### src/csd_cfg.svh
/*
   Constants for the chip-select and wait-state decoder: register offsets,
   field positions, reset values and address field positions.
   Assumes inclusion by bare name from every file that needs a constant.
*/
`ifndef CSD_CFG_SVH
`define CSD_CFG_SVH

// ----------------------------------------------------------------------
// Register indices (byte address is four times the index)
// ----------------------------------------------------------------------
`define CSD_IDX_LOW0 8'hA8
`define CSD_IDX_HIGH0 8'hA9
`define CSD_IDX_CTL0 8'hAA
`define CSD_IDX_STRIDE 8'h03
`define CSD_IDX_LAST 8'hB3
`define CSD_IDX_STATUS 8'hB4

// ----------------------------------------------------------------------
// Control field positions
// ----------------------------------------------------------------------
`define CSD_CTL_WAIT_HI 7
`define CSD_CTL_WAIT_LO 5
`define CSD_CTL_IO_BIT 4
`define CSD_CTL_EN_BIT 3
`define CSD_CTL_WMASK 8'hF8

// ----------------------------------------------------------------------
// Reset values
// ----------------------------------------------------------------------
`define CSD_RST_LOW 8'h00
`define CSD_RST_HIGH0 8'hFF
`define CSD_RST_HIGHN 8'h00
`define CSD_RST_CTL0 8'hE8
`define CSD_RST_CTLN 8'h00

// ----------------------------------------------------------------------
// Address fields and peripheral range
// ----------------------------------------------------------------------
`define CSD_IO_CMP_HI 11
`define CSD_IO_CMP_LO 4
`define CSD_UPPER_HI 23
`define CSD_UPPER_LO 16
`define CSD_AVS_IDX_HI 9
`define CSD_AVS_IDX_LO 2
`define CSD_PERIPH_BIT 7
`define CSD_IO_UPPER 8'h00
`define CSD_WAIT_ZERO 3'h0

`endif

### src/csd_pkg.sv
/*
   Types for the chip-select and wait-state decoder.
   Assumes nothing of its surroundings.
*/
package csd_pkg;
   typedef enum logic [1:0] {
      CSD_IDLE = 2'b00,
      CSD_WAIT = 2'b01,
      CSD_DONE = 2'b10
   } csd_state_t;
   typedef logic [7:0] csd_byte_t;
endpackage

### src/csd_sel_match.sv
/*
   One select's qualifier: memory window or I/O slot match.
   Assumes a stable address and cycle kind from the processor bus.
*/
`timescale 1ns/1ps
`include "csd_cfg.svh"
module csd_sel_match (
   // Settings
   input wire logic [7:0] i_low_bound,
   input wire logic [7:0] i_high_bound,
   input wire logic [7:0] i_control,
   // Cycle
   input wire logic [23:0] i_addr,
   input wire logic i_mem_cycle,
   input wire logic i_io_cycle,
   input wire logic i_ram_hit,
   // Result
   output logic o_qualify
);
   import csd_pkg::*;
   logic en;
   logic is_io;
   logic mem_hit;
   logic io_hit;
   always_comb begin
      en = i_control[`CSD_CTL_EN_BIT];
      is_io = i_control[`CSD_CTL_IO_BIT];
      mem_hit = en && !is_io && i_mem_cycle && !i_ram_hit
         && (i_addr[`CSD_UPPER_HI:`CSD_UPPER_LO] >= i_low_bound)
         && (i_addr[`CSD_UPPER_HI:`CSD_UPPER_LO] <= i_high_bound);
      // Upper byte is ignored so either addressing mode and any page base match.
      io_hit = en && is_io && i_io_cycle
         && (i_addr[`CSD_IO_CMP_HI:`CSD_IO_CMP_LO] == i_low_bound)
         && !i_addr[`CSD_PERIPH_BIT];
      o_qualify = mem_hit || io_hit;
   end
endmodule // csd_sel_match

### src/csd_wait_timer.sv
/*
   Wait-state counter: holds the processor for a loaded number of cycles.
   Assumes a one-cycle start pulse while the counter is idle.
*/
`timescale 1ns/1ps
`include "csd_cfg.svh"
module csd_wait_timer #(
   parameter int WAIT_W = 3
) (
   // Clock and reset
   input wire logic i_clk,
   input wire logic i_rst_b,
   // Control
   input wire logic i_start,
   input wire logic [WAIT_W-1:0] i_count,
   // Status
   output logic o_busy
);
   import csd_pkg::*;
   logic [WAIT_W-1:0] cnt_q;
   logic [WAIT_W-1:0] cnt_d;
   always_comb begin
      cnt_d = cnt_q;
      if (i_start) begin
         cnt_d = i_count;
      end else if (cnt_q != '0) begin
         cnt_d = cnt_q - 1'b1;
      end
   end
   always_ff @(posedge i_clk) begin
      if (!i_rst_b) begin
         cnt_q <= '0;
      end else begin
         cnt_q <= cnt_d;
      end
   end
   assign o_busy = (cnt_q != '0);
endmodule // csd_wait_timer

### src/csd_decoder.sv
/*
   Chip-select and wait-state decoder with its Avalon-MM register slave.
   Assumes the processor holds address and cycle kind until o_cpu_wait falls,
   and drops read and write for a cycle between accesses.
*/
// Function
// - Overlapping enabled windows: only the lowest-numbered select is asserted.
// - An access owned by enabled on-chip RAM suppresses all external selects.
// - After reset select 0 covers every memory address.
// - After reset bounds of selects 1 to 3 are zero.
// - An I/O select is asserted only during I/O instructions.
// - I/O select compares address bits 11:4 with its lower bound.
// - I/O decode ignores the compatibility page base.
// - I/O select needs enable, I/O space, byte match, no better select.
// - No I/O select for low address bytes 80h to FFh.
// - Qualifying I/O access drives select, I/O request and read or write low.
// - Upper address byte is zero during every I/O operation.
// - Each select has a 3-bit wait count in control bits 7:5.
// - Each wait state stalls the processor one clock cycle.
// - Lower bound is inclusive memory limit and exact I/O compare.
// - Memory select needs enable, memory space and upper byte inside bounds.
// - Qualifying memory access drives select, memory request and strobe low.
// - A select decodes only while its enable bit is one.
`timescale 1ns/1ps
`include "csd_cfg.svh"
module csd_decoder #(
   parameter int NSEL = 4,
   parameter int WAIT_W = 3
) (
   // Clock and reset
   input wire logic i_clk,
   input wire logic i_rst_b,
   // Avalon-MM slave
   input wire logic [9:0] i_avs_address,
   input wire logic i_avs_read,
   input wire logic i_avs_write,
   input wire logic [31:0] i_avs_writedata,
   input wire logic [3:0] i_avs_byteenable,
   output logic [31:0] o_avs_readdata,
   output logic o_avs_waitrequest,
   output logic [1:0] o_avs_response,
   // Processor bus cycle
   input wire logic [23:0] i_cpu_addr,
   input wire logic i_cpu_mem_cycle,
   input wire logic i_cpu_io_cycle,
   input wire logic i_cpu_read,
   input wire logic i_cpu_write,
   input wire logic i_ram_hit,
   output logic o_cpu_wait,
   // External bus
   output logic [23:0] o_ext_addr,
   output logic o_select_out_0_n,
   output logic o_select_out_1_n,
   output logic o_select_out_2_n,
   output logic o_select_out_3_n,
   output logic o_memory_request_n,
   output logic o_io_request_n,
   output logic o_read_n,
   output logic o_write_n
);
   import csd_pkg::*;

   // ----------------------------------------------------------------------
   // Register file
   // ----------------------------------------------------------------------
   csd_byte_t low_q [NSEL];
   csd_byte_t low_d [NSEL];
   csd_byte_t high_q [NSEL];
   csd_byte_t high_d [NSEL];
   csd_byte_t ctl_q [NSEL];
   csd_byte_t ctl_d [NSEL];
   logic [31:0] rdata_q;
   logic [31:0] rdata_d;
   logic [1:0] resp_q;
   logic [1:0] resp_d;
   logic ack_q;
   logic ack_d;
   logic [7:0] idx;
   logic req;
   logic wr_go;
   logic [NSEL-1:0] qual;
   logic [NSEL-1:0] grant;
   logic [NSEL-1:0] sel_q;
   logic [NSEL-1:0] sel_d;

   // ----------------------------------------------------------------------
   // Register access decode
   // ----------------------------------------------------------------------
   assign idx = i_avs_address[`CSD_AVS_IDX_HI:`CSD_AVS_IDX_LO];
   assign req = (i_avs_read || i_avs_write) && !ack_q;
   // Stores wait for the completing edge, when waitrequest is already low.
   assign wr_go = i_avs_write && ack_q && i_avs_byteenable[0];

   // Registers are word-indexed; each access answers one cycle after it is seen.
   // Read data load on the first edge, writes store on the completing edge.
   always_comb begin
      logic [7:0] rel;
      logic [1:0] sub;
      logic [7:0] num;
      logic [7:0] field;
      rel = idx - `CSD_IDX_LOW0;
      sub = 2'h0;
      num = 8'h00;
      field = 8'h00;
      for (int s = 0; s < NSEL; s++) begin
         low_d[s] = low_q[s];
         high_d[s] = high_q[s];
         ctl_d[s] = ctl_q[s];
      end
      rdata_d = 32'h0000_0000;
      resp_d = 2'h0;
      ack_d = req;
      if (idx >= `CSD_IDX_LOW0 && idx <= `CSD_IDX_LAST) begin
         num = rel / `CSD_IDX_STRIDE;
         sub = 2'(rel % `CSD_IDX_STRIDE);
         for (int s = 0; s < NSEL; s++) begin
            if (num == 8'(s)) begin
               case (sub)
                  2'h0: begin
                     field = low_q[s];
                     if (wr_go) begin
                        low_d[s] = i_avs_writedata[7:0];
                     end
                  end
                  2'h1: begin
                     field = high_q[s];
                     if (wr_go) begin
                        high_d[s] = i_avs_writedata[7:0];
                     end
                  end
                  default: begin
                     // Reserved bits 2:0 hold zero.
                     field = ctl_q[s];
                     if (wr_go) begin
                        ctl_d[s] = i_avs_writedata[7:0] & `CSD_CTL_WMASK;
                     end
                  end
               endcase
            end
         end
         if (req) begin
            rdata_d = {24'h000000, field};
         end
      end else if (idx == `CSD_IDX_STATUS) begin
         if (req) begin
            rdata_d = {23'h000000, o_cpu_wait, 4'h0, sel_q};
         end
      end else if (req) begin
         resp_d = 2'h2;
      end
   end

   always_ff @(posedge i_clk) begin
      if (!i_rst_b) begin
         for (int s = 0; s < NSEL; s++) begin
            low_q[s] <= `CSD_RST_LOW;
            high_q[s] <= (s == 0) ? `CSD_RST_HIGH0 : `CSD_RST_HIGHN;
            ctl_q[s] <= (s == 0) ? `CSD_RST_CTL0 : `CSD_RST_CTLN;
         end
         rdata_q <= 32'h0000_0000;
         resp_q <= 2'h0;
         ack_q <= 1'b0;
      end else begin
         for (int s = 0; s < NSEL; s++) begin
            low_q[s] <= low_d[s];
            high_q[s] <= high_d[s];
            ctl_q[s] <= ctl_d[s];
         end
         rdata_q <= rdata_d;
         resp_q <= resp_d;
         ack_q <= ack_d;
      end
   end

   // ----------------------------------------------------------------------
   // Avalon-MM answer
   // ----------------------------------------------------------------------
   assign o_avs_waitrequest = (i_avs_read || i_avs_write) && !ack_q;
   assign o_avs_readdata = rdata_q;
   assign o_avs_response = resp_q;

   // ----------------------------------------------------------------------
   // Select qualification and priority
   // ----------------------------------------------------------------------
   genvar g;
   generate
      for (g = 0; g < NSEL; g++) begin : g_sel
         csd_sel_match u_match (
            .i_low_bound(low_q[g]),
            .i_high_bound(high_q[g]),
            .i_control(ctl_q[g]),
            .i_addr(i_cpu_addr),
            .i_mem_cycle(i_cpu_mem_cycle),
            .i_io_cycle(i_cpu_io_cycle),
            .i_ram_hit(i_ram_hit),
            .o_qualify(qual[g])
         );
      end
   endgenerate

   // Lowest index wins; the one-hot grant keeps at most one select low.
   always_comb begin
      logic taken;
      taken = 1'b0;
      grant = '0;
      for (int s = 0; s < NSEL; s++) begin
         if (qual[s] && !taken) begin
            grant[s] = 1'b1;
            taken = 1'b1;
         end
      end
   end

   // ----------------------------------------------------------------------
   // Wait-state sequencing
   // ----------------------------------------------------------------------
   csd_state_t state_q;
   csd_state_t state_d;
   logic [WAIT_W-1:0] wcount;
   logic wstart;
   logic wbusy;
   logic cycle_on;
   logic [WAIT_W-1:0] wload;

   assign cycle_on = (i_cpu_mem_cycle || i_cpu_io_cycle) && (i_cpu_read || i_cpu_write);
   // The start cycle is the first stall cycle, so the timer runs one less.
   assign wload = wcount - 1'b1;

   always_comb begin
      wcount = `CSD_WAIT_ZERO;
      for (int s = 0; s < NSEL; s++) begin
         if (grant[s]) begin
            wcount = ctl_q[s][`CSD_CTL_WAIT_HI:`CSD_CTL_WAIT_LO];
         end
      end
   end

   always_comb begin
      state_d = state_q;
      wstart = 1'b0;
      case (state_q)
         CSD_IDLE: begin
            if (cycle_on && grant != '0 && wcount != `CSD_WAIT_ZERO) begin
               wstart = 1'b1;
               state_d = CSD_WAIT;
            end else if (cycle_on) begin
               state_d = CSD_DONE;
            end
         end
         CSD_WAIT: begin
            if (!wbusy) begin
               state_d = CSD_DONE;
            end
         end
         CSD_DONE: begin
            if (!cycle_on) begin
               state_d = CSD_IDLE;
            end
         end
         default: begin
            state_d = CSD_IDLE;
         end
      endcase
   end

   always_ff @(posedge i_clk) begin
      if (!i_rst_b) begin
         state_q <= CSD_IDLE;
      end else begin
         state_q <= state_d;
      end
   end

   csd_wait_timer #(
      .WAIT_W(WAIT_W)
   ) u_wait (
      .i_clk(i_clk),
      .i_rst_b(i_rst_b),
      .i_start(wstart),
      .i_count(wload),
      .o_busy(wbusy)
   );

   // One stall cycle per programmed wait state, then the cycle completes.
   assign o_cpu_wait = wstart || (state_q == CSD_WAIT && wbusy);

   // ----------------------------------------------------------------------
   // External strobes
   // ----------------------------------------------------------------------
   logic memory_request_n_q;
   logic memory_request_n_d;
   logic io_request_n_q;
   logic io_request_n_d;
   logic rd_q;
   logic rd_d;
   logic wr_q;
   logic wr_d;
   logic [23:0] addr_q;
   logic [23:0] addr_d;

   always_comb begin
      // A select only drives while the processor has a read or write under way.
      sel_d = cycle_on ? grant : '0;
      memory_request_n_d = i_cpu_mem_cycle && !i_ram_hit && (sel_d != '0);
      io_request_n_d = i_cpu_io_cycle && (sel_d != '0);
      rd_d = (memory_request_n_d || io_request_n_d) && i_cpu_read;
      wr_d = (memory_request_n_d || io_request_n_d) && i_cpu_write && !i_cpu_read;
      addr_d = i_cpu_addr;
      if (i_cpu_io_cycle) begin
         addr_d[`CSD_UPPER_HI:`CSD_UPPER_LO] = `CSD_IO_UPPER;
      end
   end

   always_ff @(posedge i_clk) begin
      if (!i_rst_b) begin
         sel_q <= '0;
         memory_request_n_q <= 1'b0;
         io_request_n_q <= 1'b0;
         rd_q <= 1'b0;
         wr_q <= 1'b0;
         addr_q <= 24'h000000;
      end else begin
         sel_q <= sel_d;
         memory_request_n_q <= memory_request_n_d;
         io_request_n_q <= io_request_n_d;
         rd_q <= rd_d;
         wr_q <= wr_d;
         addr_q <= addr_d;
      end
   end

   // ----------------------------------------------------------------------
   // Output pins
   // ----------------------------------------------------------------------
   assign o_select_out_0_n = ~sel_q[0];
   assign o_select_out_1_n = ~sel_q[1];
   assign o_select_out_2_n = ~sel_q[2];
   assign o_select_out_3_n = ~sel_q[3];
   assign o_memory_request_n = ~memory_request_n_q;
   assign o_io_request_n = ~io_request_n_q;
   assign o_read_n = ~rd_q;
   assign o_write_n = ~wr_q;
   assign o_ext_addr = addr_q;

endmodule // csd_decoder

### config.mk
export PLATFORM = sky130hd
export DESIGN_NAME = csd_decoder
export DESIGN_NICKNAME = d
export VERILOG_FILES = /design/src/csd_pkg.sv /design/src/csd_sel_match.sv /design/src/csd_wait_timer.sv /design/src/csd_decoder.sv
export VERILOG_INCLUDE_DIRS = /design/src
export SDC_FILE = /design/constraint.sdc
export NUM_CORES = 1
export LEC_CHECK = 0
export ABC_AREA = 1
export BUFFER_PORTS_ARGS = -buffer_cell sky130_fd_sc_hd__buf_4
export CORE_MARGIN = 10
export CORE_UTILIZATION = 35
export DETAILED_ROUTE_END_ITERATION = 10
export GPL_TIMING_DRIVEN = 0
export SYNTH_ARGS = -nofsm -noshare
export SYNTH_HDL_FRONTEND = slang
export SYNTH_SLANG_ARGS = --single-unit
### constraint.sdc
create_clock -name i_clk -period 7.9 [get_ports i_clk]
set_input_delay 1.58 -clock i_clk [delete_from_list [all_inputs] [get_ports i_clk]]
set_output_delay 1.58 -clock i_clk [all_outputs]
set_load 0.005 [all_outputs]
; Word level (Yosys, flattened, before mapping)
; Memories as Yosys holds them, arrays and structs flattened.
; Cells that the tools add are included.
[totals]
register_bits = 72
output_inout_bits = 68
word_cells = 236
memories = 3
inputBits = 79
ramBits = 96
[op_classes]
reduce_logical = 85
n_mux = 86
eq_ne = 14
n_div = 2
bitwise = 21
add_sub_neg = 3
n_lt_le_gt_ge = 10
[memory_table]
columns = memory, words, word_bits, rd, rd_ports_with_merged_regs, wr, line_no
row1 = ctl_q, 4, 8, 4, 0, 4, csd_decoder.sv:70  ; csd_byte_t ctl_q [NSEL];
row2 = high_q, 4, 8, 4, 0, 4, csd_decoder.sv:68  ; csd_byte_t high_q [NSEL];
row3 = low_q, 4, 8, 4, 0, 4, csd_decoder.sv:66  ; csd_byte_t low_q [NSEL];
[ops]
columns = cell, n
row1 = two-way mux 8 bit, 53
row2 = two-way mux 32 bit, 4
row3 = case mux 8 bit (2 select lines), 4
row4 = logical AND 1 bit, 53
row5 = == test 8 bit, 4
row6 = greater-or-equal comparator 8 bit, 4
row7 = <= comparator 8 bit, 4
row8 = two-way mux 3 bit, 6
row9 = two-way mux 9 bit, 2
row10 = "== test 8 x 2 -> 1 bit, second input constant", 2
row11 = OR 1 bit, 12
row12 = zero test 1 bit, 11
row13 = two-way mux 1 bit, 10
row14 = two-way mux 2 bit, 5
row15 = logical OR 1 bit, 9
row16 = NOT 1 bit, 9
row17 = "divider 8 x 2 -> 8 bit, second input constant", 1
row18 = "== test 8 x 1 -> 1 bit, second input constant", 1
row19 = "== test 8 bit, second input constant", 1
row20 = "greater-or-equal comparator 8 bit, second input constant", 1
row21 = "<= comparator 8 bit, second input constant", 1
row22 = zero test 8 bit, 1
row23 = "modulo 8 x 2 -> 8 bit, second input constant", 1
row24 = nonzero test 4 bit, 2
row25 = other kinds (14), 20

; Depth between registers and ports, before layout
; An unclocked memory read counts as a cell.
[logic_depth]
word_depth = 27
depth_mapped = 43
mapped_depth_nobuf = 42

; Cells and area by module
; A second synthesis with hierarchy kept.
[hier_totals]
hier_cells = 1251
hier_area_um2 = 8554.5
[by_module_without_submodules]
columns = mod, seq_area_each_um2, cells_per_inst, area_per_inst_um2, n_inst
row1 = csd_decoder, 2582.5, 863, 6165.9, 1
row2 = csd_sel_match, 0.0, 90, 548.0, 4
row3 = csd_wait_timer, 60.1, 28, 196.4, 1

; Worst setup path before layout
; OpenSTA, ideal clock, no wires.
[synth_timing]
kind = input to output
startpoint = input i_cpu_addr[7]
endpoint = output o_cpu_wait
n_path_buf = 1
t_arrival_ps = 3672
t_required_ps = 6320
stages = 15
setup_slack_ps = 2648
path_cell_list = clkbuf_1 > nor2_1 > nand3_1 > a221oi_1 > nand3_1 > o41ai_2 > nor2_1 > nand3_1 > nor2_1 > nor2_1 > nand3_1 > nand3_1 > inv_1 > nor2_1 > inv_1
[synth_via]
elab_chain_cells = 20
elab_cells_between_ends = 40
cone_classes = eq/ne (4) / mux (12) / reduce/logical (24)
[synth_lines]
columns = element, line_no
row1 = "start, declared", csd_decoder.sv:43  ; input wire logic [23:0] i_cpu_addr,
row2 = == test 8 bit, csd_sel_match.sv:33  ; && (i_addr[`CSD_IO_CMP_HI:`CSD_IO_CMP_LO] == i_low_bound)
row3 = logical AND 1 bit (2 in a row), csd_sel_match.sv:32  ; io_hit = en && is_io && i_io_cycle
row4 = logical OR 1 bit, csd_sel_match.sv:35  ; o_qualify = mem_hit || io_hit;
row5 = two-way mux 1 bit, csd_decoder.sv:207  ; if (qual[s] && !taken) begin
row6 = zero test 1 bit, csd_decoder.sv:207
row7 = logical AND 1 bit, csd_decoder.sv:207
row8 = two-way mux 1 bit, csd_decoder.sv:207
row9 = zero test 1 bit, csd_decoder.sv:207
row10 = [3 not listed], -
row11 = logical AND 1 bit, csd_decoder.sv:207
row12 = two-way mux 1 bit, csd_decoder.sv:207
row13 = two-way mux 3 bit or nonzero test 4 bit (tied branches), "csd_decoder.sv:232, csd_decoder.sv:243"
row14 = nonzero test 3 bit (no line) or logical AND 1 bit (tied branches), -
row15 = logical AND 1 bit (no line) *, -
row16 = two-way mux 1 bit *, csd_decoder.sv:243  ; if (cycle_on && grant != '0 && wcount != `CSD_WAIT_ZERO) begin
row17 = two-way mux 1 bit *, csd_decoder.sv:241  ; case (state_q)
row18 = logical OR 1 bit *, csd_decoder.sv:285  ; assign o_cpu_wait = wstart || (state_q == CSD_WAIT && wbusy);
row19 = "end, declared", csd_decoder.sv:49  ; output logic o_cpu_wait,
; Every way passes the cells marked *; elsewhere a longest branch is shown, timed or not.

; Worst setup path after layout
; Same ends and word-level chain as after synthesis.

==> reports/qor.yml <==
synth:
  ys_seq_area_share_pct: 32.32
  netlist.area_leader.share_pct: 32.32
  synth_area_sq_mm: 0.008177
  yosys_warnings: 0
  yosys-top-cells-area: "dfxtp_1 (32%), ha_1 (10%), nand2_1 (9.1%)"
  avgSynthCellArea_sq_um: 7.043
  synthesis.instances: 1161
  ys_seq_elements: 132
  ys_types: 41
  yosysTopAreaCell: "dfxtp_1"
die:
  die_area_sq_mm: 0.02988
  die_x_um: 172.8
  core_region_area_sq_mm: 0.02285
  die_h_um: 172.8
  num_rows: 55
  initial_core_util_pct: 35.79
  num_io_pins: 147
pwr:
  total_power_uw: 1955
  net-switching-power_uw: 635.2
  internal_power_uw: 1320
  power_frac_comb_pct: 25.2
  peakVddDrop_mv: 0.1558
  sequentialPowerShare_pct: 35.0
  p_clk_share_pct: 39.8
  powerDensity_mw_per_mm2: 197.7
  sw_frac_of_total_pct: 32.48
  leakage_uw: 0.004635
drt:
  firstDrtPassIters: 6
  vias_per_cell: 4.994
  wl_per_cell_um: 18.04
  vias: 8066
  drtIter0Drc: 679
  antenna_left: 0
  wl_mm: 29.13
  drc: 0
sta:
  fin_tns_setup_ns: 0
  hold_ws_ns: 0.4553
  fmax_mhz: 154.6
  min_period_ns: 6.470
  drv_slew: 0
  fin_ws_ns: 1.430
  setup_viol: 0
  fin_crit_sh_pct: 81.90
  fin_skew_ns: 0.005281
  hold_viol: 0
  grt_setup_unrepaired: "false"
  tightest_slew_ns: 0.7893
  max_slew_margin_pct: 46.80
clocking:
  cts_setup_buffers: 0
  cts_resized: 0
  cts-root-buf: "clkbuf_16"
  cts.sinks: 132
  cts_tree: "yes"
  clk_transition_reported_paths_ns: 0.06
  postCtsHoldBufs: 0
  cts_htree_levels: 4
  cts_buffers: 17
  cts_buffer_depth: 2
  clkLatencyLatePin_ns: 0.43
finish:
  area_delta_synth_final_pct: 20.95
  register_area_sq_mm: 0.002643
  antenna_cells: 0
  nets: 1438
  multi_input_area_sq_mm: 0.004571
  layout_commonest_cell: "nand2_1"
  drive_above_1_share_pct: 16.51
  nFillCells: 2416
  layout_common_cells: "nand2_1 (198), inv_1 (164), dfxtp_1 (132)"
grt:
  grt_pass1_vias: 7634
  grt_pass1_wl_mm: 44.32
  grt_max_degree: 17
  grt_usage_pct: 18.99
  grt_antenna_before_repair: 0
  grt-ovfl-total: 0
placed_design:
  io_buffer_count: 88
  place.gp.congestion: 0.9408
  dp_hpwl_mm: 22.70
  dpl_worst_slack_ns: 1.491
critical_path:
  cp.arrival_ns: 4.89
  cp-start-kind: "input port"
  r2r-start: "high_q[1][1]"
  path_max_fanout: 7
  cp-startpoint: "i_cpu_addr[7]"
  cp-end-kind: "output pin"
  crit_type: "in2out"
  cp.required_ns: 6.32
hold_path:
  hold_start: "sel_q[1]"
  hp-class: "reg2reg"
job:
  cap_violations: 0
run_status:
  status: "finished, final reports clean"
## sequential cells by signal, summed over array words and instances (netlist names), 2 cells and up
signal	flops
state_q	2
high_q	32
low_q	32
o_avs_readdata	9
u_wait.cnt_q	3
sel_q	4
o_ext_addr	24
ctl_q	20
## worst paths after layout
check,end,slack [ns],cells past startpoint
worst max-delay path,o_cpu_wait,1.43,16
worst min register to register,o_avs_readdata[1],0.46,2
worst max register to register,u_wait.cnt_q[2],4.09,24
worst min-delay path,o_avs_readdata[1],0.46,2
## worst max-delay path: stages
cell and delay, ns:
clkbuf_1 0.23, nor2_1 0.32, nand3_1 0.20, a221oi_1 0.25
nand3_1 0.14, o41ai_2 0.65, nor2_1 0.25, nand3_1 0.24
nand3_1 0.10, nand2_1 0.17, inv_1 0.09, nand3_1 0.14
inv_1 0.10, nor2_1 0.19, inv_1 0.09, buf_4 0.14
## per-stage QoR
step	instances	utilization (%)	area, sq um
CTS	1615	43.29	9889
global placement	1585	40.77	9315
global route	1615	43.29	9889
finish	1615	43.29	9889
floorplan	1184	-	8263
detailed placement	1585	40.77	9315
## power groups by stage
stage,Clock [uW],Combinational (uW),Sequential (uW)
final,778,492,685
after global routing,812,537,687
after CTS,786,484,685
after detailed placement,0,482,700
after global placement,0,479,700
after floorplan,0,340,699
## layer usage
metal | vias to the layer above | share of wire [%] | GRT usage (%)
li1 | 4046 | - | -
met1 | 3688 | 45 | 24.70
met2 | 287 | 45 | 30.81
met3 | 45 | 7.6 | 3.746
met4 | 0 | 2.3 | 6.288
met5 | - | 0 | 0
## cell usage after synthesis
master	instances
nor3b_1	2
ha_1	68
nand4_1	12
buf_2	10
nand3b_1	2
o221ai_1	1
nand3_2	5
inv_1	164
nand3_1	108
o21ai_2	3
nor3_1	11
a221oi_1	4
nor4_4	1
xnor2_1	3
a21oi_1	112
nand2_1	198
inv_4	3
o21ai_1	39
nor4_1	4
xor2_1	14
buf_4	28
o211ai_1	11
nand2_4	6
o21ai_0	66
nor2_1	84
conb_1	1
inv_2	8
and2_1	1
clkbuf_1	16
buf_12	1
o41ai_2	1
nor2_2	4
o2111ai_1	3
a211oi_1	2
nor2_4	6
buf_6	4
o41ai_1	2
o22ai_1	3
dfxtp_1	132
nor2_8	1
nand2_2	17
## kinds of logic after synthesis
logic type	Yosys count	share of synthesized area [%]
buf+inv	234	12.84
flops	132	32.32
other cells	1	0.04586
xor+xnor	17	1.821
compound gates	247	16.30
fa+ha+maj	68	10.41
simple gates	462	26.27
## area by class of cell
cell class	count	share of cell area [%]
Clock inverter	11	1.328
Clock buffer	19	4.479
Timing Repair Buffer	88	6.680
Multi-Input combinational cell	818	46.22
Inverter	175	6.718
Buffer	59	3.897
Sequential cell	132	26.72
Tap cell	313	3.960
Power figures use the tool's default switching activity.
